### src/hw/tam_pkg.sv
// shared constants and carriers of the temperature alarm and mission configuration block
package tam_pkg;
    // register byte addresses
    localparam logic [15:0] ADR_LOW_THR  = 16'h0208;
    localparam logic [15:0] ADR_HIGH_THR = 16'h0209;
    localparam logic [15:0] ADR_RES_LO   = 16'h020c;
    localparam logic [15:0] ADR_RES_HI   = 16'h020d;
    localparam logic [15:0] ADR_ALM_EN   = 16'h0210;
    localparam logic [15:0] ADR_CLK_CTL  = 16'h0212;
    localparam logic [15:0] ADR_MIS_CTL  = 16'h0213;
    localparam logic [15:0] ADR_ALM_STAT = 16'h0214;
    localparam logic [15:0] ADR_GEN_STAT = 16'h0215;
    // field positions
    localparam int BIT_HIGH_EN   = 1;
    localparam int BIT_LOW_EN    = 0;
    localparam int BIT_RATE_SEC  = 1;
    localparam int BIT_OSC_EN    = 0;
    localparam int BIT_START_ALM = 5;
    localparam int BIT_MIS_X3    = 3;
    localparam int BIT_WIDE      = 2;
    localparam int BIT_MIS_B1    = 1;
    localparam int BIT_LOG_EN    = 0;
    // reset values
    localparam logic [7:0] RST_THR  = 8'h00;
    localparam logic [1:0] RST_CTL2 = 2'h0;
    // temperature coding: celsius = upper/2 - 41 + lower/512, threshold = 2*celsius + 82
    localparam int TEMP_OFFSET_C   = 41;
    localparam int THR_OFFSET      = 82;
    localparam logic [15:0] CODE_UNDER = 16'h0000;
    localparam logic [15:0] CODE_OVER  = 16'hffe0;
    localparam int RAW_SHIFT       = 5;
    // data log base address and clock
    localparam logic [16:0] LOG_BASE = 17'h01000;
    localparam int CLK_PERIOD_NS   = 20;
    localparam int OSC_STARTUP_US  = 1000;

    // register write request from the serial command logic
    typedef struct packed {
        logic        wr;
        logic [15:0] addr;
        logic [7:0]  wdata;
    } tam_regreq_s;

    // conversion result from the sensor front end
    typedef struct packed {
        logic        valid;
        logic        under;
        logic        over;
        logic [10:0] raw;
    } tam_conv_s;

    // one byte write into the data log memory
    typedef struct packed {
        logic        we;
        logic [16:0] addr;
        logic [7:0]  data;
    } tam_logwr_s;

    // mission sequencing
    typedef enum logic [1:0] {
        MS_IDLE  = 2'b00,
        MS_DELAY = 2'b01,
        MS_WAIT  = 2'b10,
        MS_RUN   = 2'b11
    } tam_mis_e;
endpackage

### src/hw/tam_mission_cfg.sv
// mission configuration registers, alarm qualification and log sequencing
// Operation
// - result codes mean upper/2 minus 41 plus lower/512 degrees in wide format
// - threshold byte is twice the limit plus 82, half degree steps
// - low threshold byte at 0208h, high threshold byte at 0209h
// - alarms compare only the upper result byte in either format
// - alarm raised only when value alarming and its enable bit set
// - high enable set: conversion at or above high threshold sets high flag
// - low enable set: conversion at or below low threshold sets low flag
// - alarm enable bits 7:2 read zero; register locked during mission
// - low and high alarm flags reported in status at 0214h
// - rate unit bit selects minutes when 0, seconds when 1
// - oscillator enable runs clock; zero stops it into retention state
// - start mission command forces oscillator enable to one
// - enabling oscillator in memory-cleared state adds extra start-up delay
// - clock control bits 7:2 read zero; register locked during mission
// - mission control bits 7,6,4 read one; locked during mission
// - without start on alarm, mission runs right after start delay
// - start on alarm: 8-bit conversions, logging begins with alarming sample
// - triggering alarm sample does not advance mission sample counter
// - format bit picks one or two bytes, upper byte at lower address
// - logging only with logging enable set, starting at 1000h
// - out of range reads 00h/0000h when cold, FFh/FFE0h when hot
`timescale 1ns/1ps
module tam_mission_cfg #(
    parameter int OSC_STARTUP_US = tam_pkg::OSC_STARTUP_US,
    parameter int LOG_AW         = 17
) (
    input  wire logic                clk,
    input  wire logic                rst_b,
    input  wire tam_pkg::tam_regreq_s regReq,
    input  wire tam_pkg::tam_conv_s   conv,
    input  wire logic                startMissionCmd,
    input  wire logic                stopMissionCmd,
    input  wire logic                clearMemoryCmd,
    input  wire logic                startDelayDone,
    output logic [7:0]               regRdata,
    output tam_pkg::tam_logwr_s      logWr,
    output logic                     sampleTick,
    output logic                     missionRunning,
    output logic                     oscillatorEnable,
    output logic                     oscRunning,
    output logic                     rateUnitSeconds
);
    import tam_pkg::*;
    localparam int OSC_CYC = (OSC_STARTUP_US * 1000 + CLK_PERIOD_NS - 1) / CLK_PERIOD_NS;
    localparam logic [16:0] LOG_LAST = 17'((1 << LOG_AW) - 1);
    // refuse sizes the logic cannot serve
    if (LOG_AW != 17 || OSC_STARTUP_US < 1) begin : g_bad_param
        $error("LOG_AW must be 17 and OSC_STARTUP_US positive");
    end
    ////////////////////////////////////////////////////////////////////////
    // reset release
    logic [1:0] rstSync_r;
    logic       rstN;
    always_ff @(posedge clk or negedge rst_b) begin
        if (!rst_b) begin
            rstSync_r <= 2'h0;
        end else begin
            rstSync_r <= {rstSync_r[0], 1'b1};
        end
    end
    assign rstN = rstSync_r[1];
    // conversion code with out-of-range saturation
    function automatic logic [15:0] codeOf(input tam_conv_s c);
        codeOf = c.under ? CODE_UNDER : (c.over ? CODE_OVER : {c.raw, RAW_SHIFT'(0)});
    endfunction
    // write hit on one register address
    function automatic logic wrHit(input tam_regreq_s r, input logic [15:0] a);
        wrHit = r.wr && (r.addr == a);
    endfunction
    ////////////////////////////////////////////////////////////////////////
    // state
    logic [7:0]  lowThr_r, lowThr_nxt, highThr_r, highThr_nxt;
    logic [1:0]  alarmEn_r, alarmEn_nxt, clkCtl_r, clkCtl_nxt;
    logic        startOnAlarm_r, startOnAlarm_nxt, misX3_r, misX3_nxt;
    logic        logWide_r, logWide_nxt, misB1_r, misB1_nxt, logEn_r, logEn_nxt;
    logic        highFlag_r, highFlag_nxt, lowFlag_r, lowFlag_nxt;
    logic        borFlag_r, borFlag_nxt, memClr_r, memClr_nxt;
    logic        waitAlarm_r, waitAlarm_nxt;
    logic [15:0] latest_r, latest_nxt;
    logic [31:0] oscCnt_r, oscCnt_nxt;
    logic        oscReady_r, oscReady_nxt;
    tam_mis_e    mis_r, mis_nxt;
    logic [16:0] logPtr_r, logPtr_nxt;
    logic        lowPend_r, lowPend_nxt;
    logic [7:0]  lowByte_r, lowByte_nxt;
    tam_logwr_s  logWr_r, logWr_nxt;
    logic        tick_r, tick_nxt, running_r, running_nxt;
    logic [7:0]  rdata_r, rdata_nxt;
    logic [15:0] code;
    logic        highHit, lowHit, locked, startOk, logEvent, inMission;
    // comparator on the upper byte of the incoming conversion
    tam_alarm_cmp u_cmp (
        .upperByte (code[15:8]),
        .lowThr    (lowThr_r),
        .highThr   (highThr_r),
        .highEn    (alarmEn_r[BIT_HIGH_EN]),
        .lowEn     (alarmEn_r[BIT_LOW_EN]),
        .highHit   (highHit),
        .lowHit    (lowHit)
    );
    assign code      = codeOf(conv);
    assign locked    = (mis_r != MS_IDLE);
    assign startOk   = startMissionCmd && !locked && memClr_r;
    assign inMission = (mis_r == MS_WAIT) || (mis_r == MS_RUN);
    ////////////////////////////////////////////////////////////////////////
    // configuration registers, flags and oscillator start-up
    always_comb begin
        lowThr_nxt       = lowThr_r;
        highThr_nxt      = highThr_r;
        alarmEn_nxt      = alarmEn_r;
        clkCtl_nxt       = clkCtl_r;
        startOnAlarm_nxt = startOnAlarm_r;
        misX3_nxt        = misX3_r;
        logWide_nxt      = logWide_r;
        misB1_nxt        = misB1_r;
        logEn_nxt        = logEn_r;
        highFlag_nxt     = highFlag_r;
        lowFlag_nxt      = lowFlag_r;
        borFlag_nxt      = borFlag_r;
        memClr_nxt       = memClr_r;
        latest_nxt       = latest_r;
        oscCnt_nxt       = oscCnt_r;
        oscReady_nxt     = oscReady_r;
        // threshold bytes, host codes them as twice the limit plus offset
        if (wrHit(regReq, ADR_LOW_THR)) begin
            lowThr_nxt = regReq.wdata;
        end
        if (wrHit(regReq, ADR_HIGH_THR)) begin
            highThr_nxt = regReq.wdata;
        end
        // control registers accept writes only between missions
        if (wrHit(regReq, ADR_ALM_EN) && !locked) begin
            alarmEn_nxt = regReq.wdata[1:0];
        end
        if (wrHit(regReq, ADR_CLK_CTL) && !locked) begin
            clkCtl_nxt = regReq.wdata[1:0];
        end
        if (wrHit(regReq, ADR_MIS_CTL) && !locked) begin
            startOnAlarm_nxt = regReq.wdata[BIT_START_ALM];
            misX3_nxt        = regReq.wdata[BIT_MIS_X3];
            logWide_nxt      = regReq.wdata[BIT_WIDE];
            misB1_nxt        = regReq.wdata[BIT_MIS_B1];
            logEn_nxt        = regReq.wdata[BIT_LOG_EN];
        end
        if (startOk) begin
            clkCtl_nxt[BIT_OSC_EN] = 1'b1;
            memClr_nxt             = 1'b0;
        end
        if (clearMemoryCmd && !locked) begin // clearing memory drops every alarm bit
            highFlag_nxt = 1'b0;
            lowFlag_nxt  = 1'b0;
            borFlag_nxt  = 1'b0;
            memClr_nxt   = 1'b1;
        end
        // mission conversions; a hit wins over a same-cycle clear
        if (conv.valid && inMission) begin
            latest_nxt = code;
            if (highHit) begin
                highFlag_nxt = 1'b1;
            end
            if (lowHit) begin
                lowFlag_nxt = 1'b1;
            end
        end
        if (!clkCtl_nxt[BIT_OSC_EN]) begin // extra start-up wait only out of the memory-cleared state
            oscCnt_nxt   = 32'h0;
            oscReady_nxt = 1'b0;
        end else if (!clkCtl_r[BIT_OSC_EN]) begin
            oscCnt_nxt   = memClr_r ? 32'(OSC_CYC - 1) : 32'h0;
            oscReady_nxt = 1'b0;
        end else if (oscCnt_r != 32'h0) begin
            oscCnt_nxt = oscCnt_r - 32'h1;
        end else begin
            oscReady_nxt = 1'b1;
        end
    end
    ////////////////////////////////////////////////////////////////////////
    // mission sequencing and data log writer
    always_comb begin
        mis_nxt       = mis_r;
        waitAlarm_nxt = waitAlarm_r;
        logPtr_nxt    = logPtr_r;
        lowPend_nxt   = 1'b0;
        lowByte_nxt   = lowByte_r;
        logWr_nxt     = '0;
        tick_nxt      = 1'b0;
        logEvent      = 1'b0;
        case (mis_r)
            MS_IDLE: begin
                if (startOk) begin
                    mis_nxt       = MS_DELAY;
                    logPtr_nxt    = LOG_BASE;
                    waitAlarm_nxt = startOnAlarm_r;
                end
            end
            MS_DELAY: begin
                if (startDelayDone) begin
                    mis_nxt = startOnAlarm_r ? MS_WAIT : MS_RUN;
                end
            end
            MS_WAIT: begin
                if (conv.valid && (highHit || lowHit)) begin // alarming sample opens the log, uncounted
                    mis_nxt       = MS_RUN;
                    waitAlarm_nxt = 1'b0;
                    logEvent      = 1'b1;
                end
            end
            MS_RUN: begin
                if (conv.valid) begin
                    logEvent = 1'b1;
                    tick_nxt = 1'b1;
                end
            end
            default: begin
                mis_nxt = MS_IDLE;
            end
        endcase
        if (stopMissionCmd && locked) begin
            mis_nxt = MS_IDLE;
        end
        running_nxt = (mis_nxt != MS_IDLE); // registered copy of the mission state for the output
        if (lowPend_r) begin // pending lower byte goes to the next address
            logWr_nxt = '{we: 1'b1, addr: logPtr_r, data: lowByte_r};
            if (logPtr_r != LOG_LAST) begin
                logPtr_nxt = logPtr_r + 17'h1;
            end
        end else if (logEvent && logEn_r && (logPtr_r != LOG_LAST)) begin
            logWr_nxt  = '{we: 1'b1, addr: logPtr_r, data: code[15:8]};
            logPtr_nxt = logPtr_r + 17'h1;
            lowByte_nxt = (mis_r == MS_WAIT) ? 8'h00 : code[7:0]; // trigger sample is 8-bit, lower byte zero
            lowPend_nxt = logWide_r;
        end
    end
    ////////////////////////////////////////////////////////////////////////
    // read data, one cycle after the address
    always_comb begin
        case (regReq.addr)
            ADR_LOW_THR:  rdata_nxt = lowThr_r;
            ADR_HIGH_THR: rdata_nxt = highThr_r;
            ADR_RES_LO:   rdata_nxt = latest_r[7:0];
            ADR_RES_HI:   rdata_nxt = latest_r[15:8];
            ADR_ALM_EN:   rdata_nxt = {6'h00, alarmEn_r};
            ADR_CLK_CTL:  rdata_nxt = {6'h00, clkCtl_r};
            ADR_MIS_CTL:  rdata_nxt = {2'h3, startOnAlarm_r, 1'b1, misX3_r, logWide_r, misB1_r, logEn_r};
            ADR_ALM_STAT: rdata_nxt = {borFlag_r, 3'h7, 2'h0, highFlag_r, lowFlag_r};
            ADR_GEN_STAT: rdata_nxt = {3'h6, waitAlarm_r, memClr_r, 1'b0, locked, 1'b0};
            default:      rdata_nxt = 8'h00;
        endcase
    end
    // all state registers
    always_ff @(posedge clk or negedge rstN) begin
        if (!rstN) begin
            lowThr_r       <= RST_THR;
            highThr_r      <= RST_THR;
            alarmEn_r      <= RST_CTL2;
            clkCtl_r       <= RST_CTL2;
            startOnAlarm_r <= 1'b0;
            misX3_r        <= 1'b0;
            logWide_r      <= 1'b0;
            misB1_r        <= 1'b0;
            logEn_r        <= 1'b0;
            highFlag_r     <= 1'b0;
            lowFlag_r      <= 1'b0;
            borFlag_r      <= 1'b1;
            memClr_r       <= 1'b0;
            waitAlarm_r    <= 1'b0;
            latest_r       <= 16'h0000;
            oscCnt_r       <= 32'h0;
            oscReady_r     <= 1'b0;
            mis_r          <= MS_IDLE;
            logPtr_r       <= LOG_BASE;
            lowPend_r      <= 1'b0;
            lowByte_r      <= 8'h00;
            logWr_r        <= '0;
            tick_r         <= 1'b0;
            running_r      <= 1'b0;
            rdata_r        <= 8'h00;
        end else begin
            lowThr_r       <= lowThr_nxt;
            highThr_r      <= highThr_nxt;
            alarmEn_r      <= alarmEn_nxt;
            clkCtl_r       <= clkCtl_nxt;
            startOnAlarm_r <= startOnAlarm_nxt;
            misX3_r        <= misX3_nxt;
            logWide_r      <= logWide_nxt;
            misB1_r        <= misB1_nxt;
            logEn_r        <= logEn_nxt;
            highFlag_r     <= highFlag_nxt;
            lowFlag_r      <= lowFlag_nxt;
            borFlag_r      <= borFlag_nxt;
            memClr_r       <= memClr_nxt;
            waitAlarm_r    <= waitAlarm_nxt;
            latest_r       <= latest_nxt;
            oscCnt_r       <= oscCnt_nxt;
            oscReady_r     <= oscReady_nxt;
            mis_r          <= mis_nxt;
            logPtr_r       <= logPtr_nxt;
            lowPend_r      <= lowPend_nxt;
            lowByte_r      <= lowByte_nxt;
            logWr_r        <= logWr_nxt;
            tick_r         <= tick_nxt;
            running_r      <= running_nxt;
            rdata_r        <= rdata_nxt;
        end
    end
    // outputs straight from flops
    assign regRdata         = rdata_r;
    assign logWr            = logWr_r;
    assign sampleTick       = tick_r;
    assign missionRunning   = running_r;
    assign oscillatorEnable = clkCtl_r[BIT_OSC_EN];
    assign oscRunning       = oscReady_r;
    assign rateUnitSeconds  = clkCtl_r[BIT_RATE_SEC];
endmodule // tam_mission_cfg

### src/hw/tam_alarm_cmp.sv
// threshold comparator on the upper result byte
`timescale 1ns/1ps
module tam_alarm_cmp (
    input  wire logic [7:0] upperByte,
    input  wire logic [7:0] lowThr,
    input  wire logic [7:0] highThr,
    input  wire logic       highEn,
    input  wire logic       lowEn,
    output logic            highHit,
    output logic            lowHit
);
    // only the upper byte is compared, gated by its enable
    always_comb begin
        highHit = highEn && (upperByte >= highThr);
        lowHit  = lowEn && (upperByte <= lowThr);
    end
endmodule // tam_alarm_cmp

### config.mk
export PLATFORM = sky130hd
export DESIGN_NAME = tam_mission_cfg
export DESIGN_NICKNAME = d
export VERILOG_FILES = /design/src/hw/tam_pkg.sv /design/src/hw/tam_mission_cfg.sv /design/src/hw/tam_alarm_cmp.sv
export SDC_FILE = /design/constraint.sdc
export NUM_CORES = 1
export LEC_CHECK = 0
export ABC_AREA = 1
export ABC_CLOCK_PERIOD_IN_PS = 5200
export BUFFER_PORTS_ARGS = -buffer_cell sky130_fd_sc_hd__buf_2
export CORE_MARGIN = 2
export CORE_UTILIZATION = 59
export DETAILED_ROUTE_END_ITERATION = 10
export GPL_ROUTABILITY_DRIVEN = 0
export HOLD_SLACK_MARGIN = 0.08
export PLACE_DENSITY_LB_ADDON = 0.2
export SETUP_SLACK_MARGIN = 0.05
export SYNTH_ARGS = -nofsm -noshare
export SYNTH_HDL_FRONTEND = slang
export SYNTH_SLANG_ARGS = --single-unit
### constraint.sdc
create_clock -name clk -period 5.2 [get_ports clk]
set_input_delay 0.26 -clock clk [delete_from_list [all_inputs] [get_ports clk]]
set_output_delay 0.26 -clock clk [all_outputs]
set_load 0.02 [all_outputs]
==> metrics.txt <==
part of the power in registers 41.4%; RSZ-0062 raised after global routing false; yosys synthesis warning count 0; Syn Area/Cell 8.22 µm²; num rows 40; post-synth cell types 56; Mapped Area 7290 µm²; period utilisation layout 60.0%; CTS tree done; via count 6204; fmax 321 MHz; CP max-delay cell ha_1; critical path class register to register; final worst slack 2.08 ns; relative slew slack 35.1%; switching pwr 0.000950 W; CTS clk-pin slew, worst paths 0.06 ns; Buffers & Inverters on Critical Path 1; outcome complete, no violations; Initial Utilization 60.7%; dpl cells 1090; final net count 1027; DPL Wire Length 11.8 mm; fin area 8400 µm²; overall die height 115 µm; first-pass GRT wire length 27.8 mm; Port Buffers 83; global route hottest layer met2; Clock Tree Root clkbuf_16; met2 GRT Util 41.3%; Iteration-0 DRC Markers 540; PD cells 374 nW/µm²; routed wire length 16.6 mm; Hold Violations, Final 0; Place WS 2.11 ns; CP endpoint kind register; clock network fraction of total power 39.7%; met1 usage 37.5%; crit path DAT 3.37 ns; Sw Ratio 30.3%; DRC viols 0; share of cells above drive strength 1 16.1%; htree depth 4; post-layout min period 3.12 ns; syn nets 949; largest net degree at the start of global routing 81; min-delay worst type primary input to register; initial antenna violation count 0; post-DR wirelength/cell 14.8 µm; FILL cells 956; Die ar. 13300 µm²; slowest stage delay, CP 0.49 ns; CP Max Fanout 35; max-cap viol count 0; first drt pass iteration count 7; GR met3 Demand/Resource 7.01%; startpoint class of the critical path register; number of global-route vias before repair 5753; Clock Sinks 135; Post-synth EDFFs 0; final setup fails 0; Pwr Total 0.00314 W; Layout area overhead 15.3%; Leak Pwr 4.38 nW; worst path cell trace ha_1, nand3_1, nor3_2, nand3_1, nor3_1, nand4_1, nor4_1, ha_1, buf_4, nor2_1, nand2_4, a21oi_1; I/O pin total 84; internal power 0.00219 W; Required @ worst endpoint 5.45 ns; # diodes 0; Routed Antenna Nets 0; Fin Setup TNS 0 ns; Core ar. 12000 µm²; cell count after synthesis 887; post_cts resized 0; Max VDD drop 0.000303 V; GRT overflow 0; async set-reset flop share out of synthesis 100%; worst-skew pair later-pin latency 0.42 ns; Post-DP Area 7750 µm²; die width 115 µm; Bufs on Longest Clock Path 2; Comb pwr share 18.9%; final cell count without fillers 1125; Clock Skew 0.00737 ns; sequential area share after synthesis 46.4%; Synth Flop Type dfrtp_1; total CTS buffers 17; fin. max-slew vios 0; vias per cell 5.51; Least-Margin Pin Slew 0.974 ns; Total GRT Usage 26.8%; Yosys reg bits 135; CP delay by family, top simple AND/OR/NAND/NOR gates
==> kinds of logic (layout without fill, tap and decap cells) <==
group / after synthesis / after routing / synth area share (%)
compound gates: 148 / 148 / 11.8
xor+xnor: 34 / 34 / 4.09
fa+ha+maj: 17 / 17 / 2.92
buf+inv: 157 / 248 / 8.79
flops: 135 / 135 / 46.4
mux: 1 / 1 / 0.155
other cells: 1 / 1 / 0.0515
simple gates: 394 / 394 / 25.8
==> cells in the mapped netlist, types with 4 or more instances <==
library cell | instances | area share, %
nor3_2 | 6 | 0.82
o211ai_1 | 4 | 0.41
o21ai_0 | 72 | 4.9
nor2_1 | 78 | 4.0
nand3_1 | 55 | 3.8
nor4_1 | 5 | 0.43
a22oi_1 | 4 | 0.41
inv_1 | 121 | 6.2
a21boi_1 | 4 | 0.41
nand4_1 | 28 | 2.4
clkbuf_1 | 17 | 0.88
nand2_2 | 4 | 0.34
nand2_1 | 167 | 8.6
inv_2 | 5 | 0.26
buf_6 | 5 | 0.77
a21oi_1 | 38 | 2.6
dfrtp_1 | 133 | 46
nand3b_1 | 15 | 1.5
xor2_1 | 29 | 3.5
buf_2 | 4 | 0.27
ha_1 | 17 | 2.9
xnor2_1 | 5 | 0.60
nor3_1 | 17 | 1.2
==> through the flow <==
step	util (%)	hold WS, ns
3_3_place_gp	64.6	0.0458
4_1_cts	69.9	0.0814
6_report	69.9	0.0862
5_1_grt	69.9	0.0850
3_5_place_dp	64.6	0.0488
2_1_floorplan	-	-0.0356
==> cell usage in the layout, fill, tap and decap left out, types with 4 or more instances in the layout <==
master     synthesis  final
dfrtp_1          133    132
a21boi_1           4      4
nor4_1             5      5
nand3b_1          15     15
a22oi_1            4      4
xor2_1            29     29
clkbuf_16          0     17
nand2_1          167    167
nor2_1            78     78
buf_2              4     83
o21ai_0           72     72
nand3_1           55     55
inv_2              5      5
nand4_1           28     28
a21oi_1           38     38
xnor2_1            5      5
nor3_2             6      6
ha_1              17     17
inv_1            121    121
nor3_1            17     17
o211ai_1           4      4
nand2_2            4      4
==> repair_timing <==
action,4_1_cts,5_1_grt
endpoints found under the hold margin,5,0
hold buffers,3,0
buffers inserted,0,0
==> worst paths after layout <==
kind,slack [ns],depth (start not counted),endpoint,start
max in group asynchronous,3.40,1,oscCnt_r[10]$_DFFE_PN0P_,rstSync_r[1]$_DFF_PN0_
min in group asynchronous,0.15,2,rstSync_r[1]$_DFF_PN0_,rst_b
hold reg to reg,0.35,0,rstSync_r[1]$_DFF_PN0_,rstSync_r[0]$_DFF_PN0_
hold / removal,0.09,2,clkCtl_r[1]$_DFFE_PN0P_,regReq[1]
setup / recovery,2.08,12,logWr[22]$_DFF_PN0_,logPtr_r[0]$_DFF_PN0_
setup reg to reg,2.08,12,logWr[22]$_DFF_PN0_,logPtr_r[0]$_DFF_PN0_
==> power by group through the flow <==
stage / combinational, W / clock [W] / sequential [W]
floorplan: 0.000457 / 0 / 0.00130
global placement: 0.000577 / 0 / 0.00131
detailed placement: 0.000592 / 0 / 0.00132
CTS: 0.000596 / 0.00126 / 0.00130
global route: 0.000684 / 0.00131 / 0.00132
finish: 0.000593 / 0.00125 / 0.00130
==> sequential cells by signal (all words and copies together), names as in the netlist, 2 cells and up <==
signal and cells:
clkCtl_r 2, lowThr_r 8, regRdata 8, oscCnt_r 32, latest_r 11, mis_r 2
logPtr_r 17, alarmEn_r 2, logWr 26, highThr_r 8, lowByte_r 3, rstSync_r 2
==> final cells by class <==
type	count	area [µm²]	share of cell area [%]
multi-input cells	595	3270	38.9
repair buffers	89	468	5.57
well taps	147	184	2.19
clock buffers	21	470	5.60
inverters	127	482	5.73
clock inverters	11	146	1.74
flip-flops and latches	135	3380	40.3
==> worst register-to-register path, cell delays in order (launching register included) <==
cell and delay, ns:
dfrtp_1 0.40, ha_1 0.20, nand3_1 0.13, nor3_2 0.23, nand3_1 0.15, nor3_1 0.17, nand4_1 0.09, nor4_1 0.20
ha_1 0.49, buf_4 0.29, nor2_1 0.13, nand2_4 0.32, a21oi_1 0.16
==> layer usage <==
metal	up-vias	wire, µm
met1	2904	7690
met5	-	0
met4	0	367
li1	3063	-
met2	210	7600
met3	27	966
No activity file was read; power rests on OpenSTA's default activity.
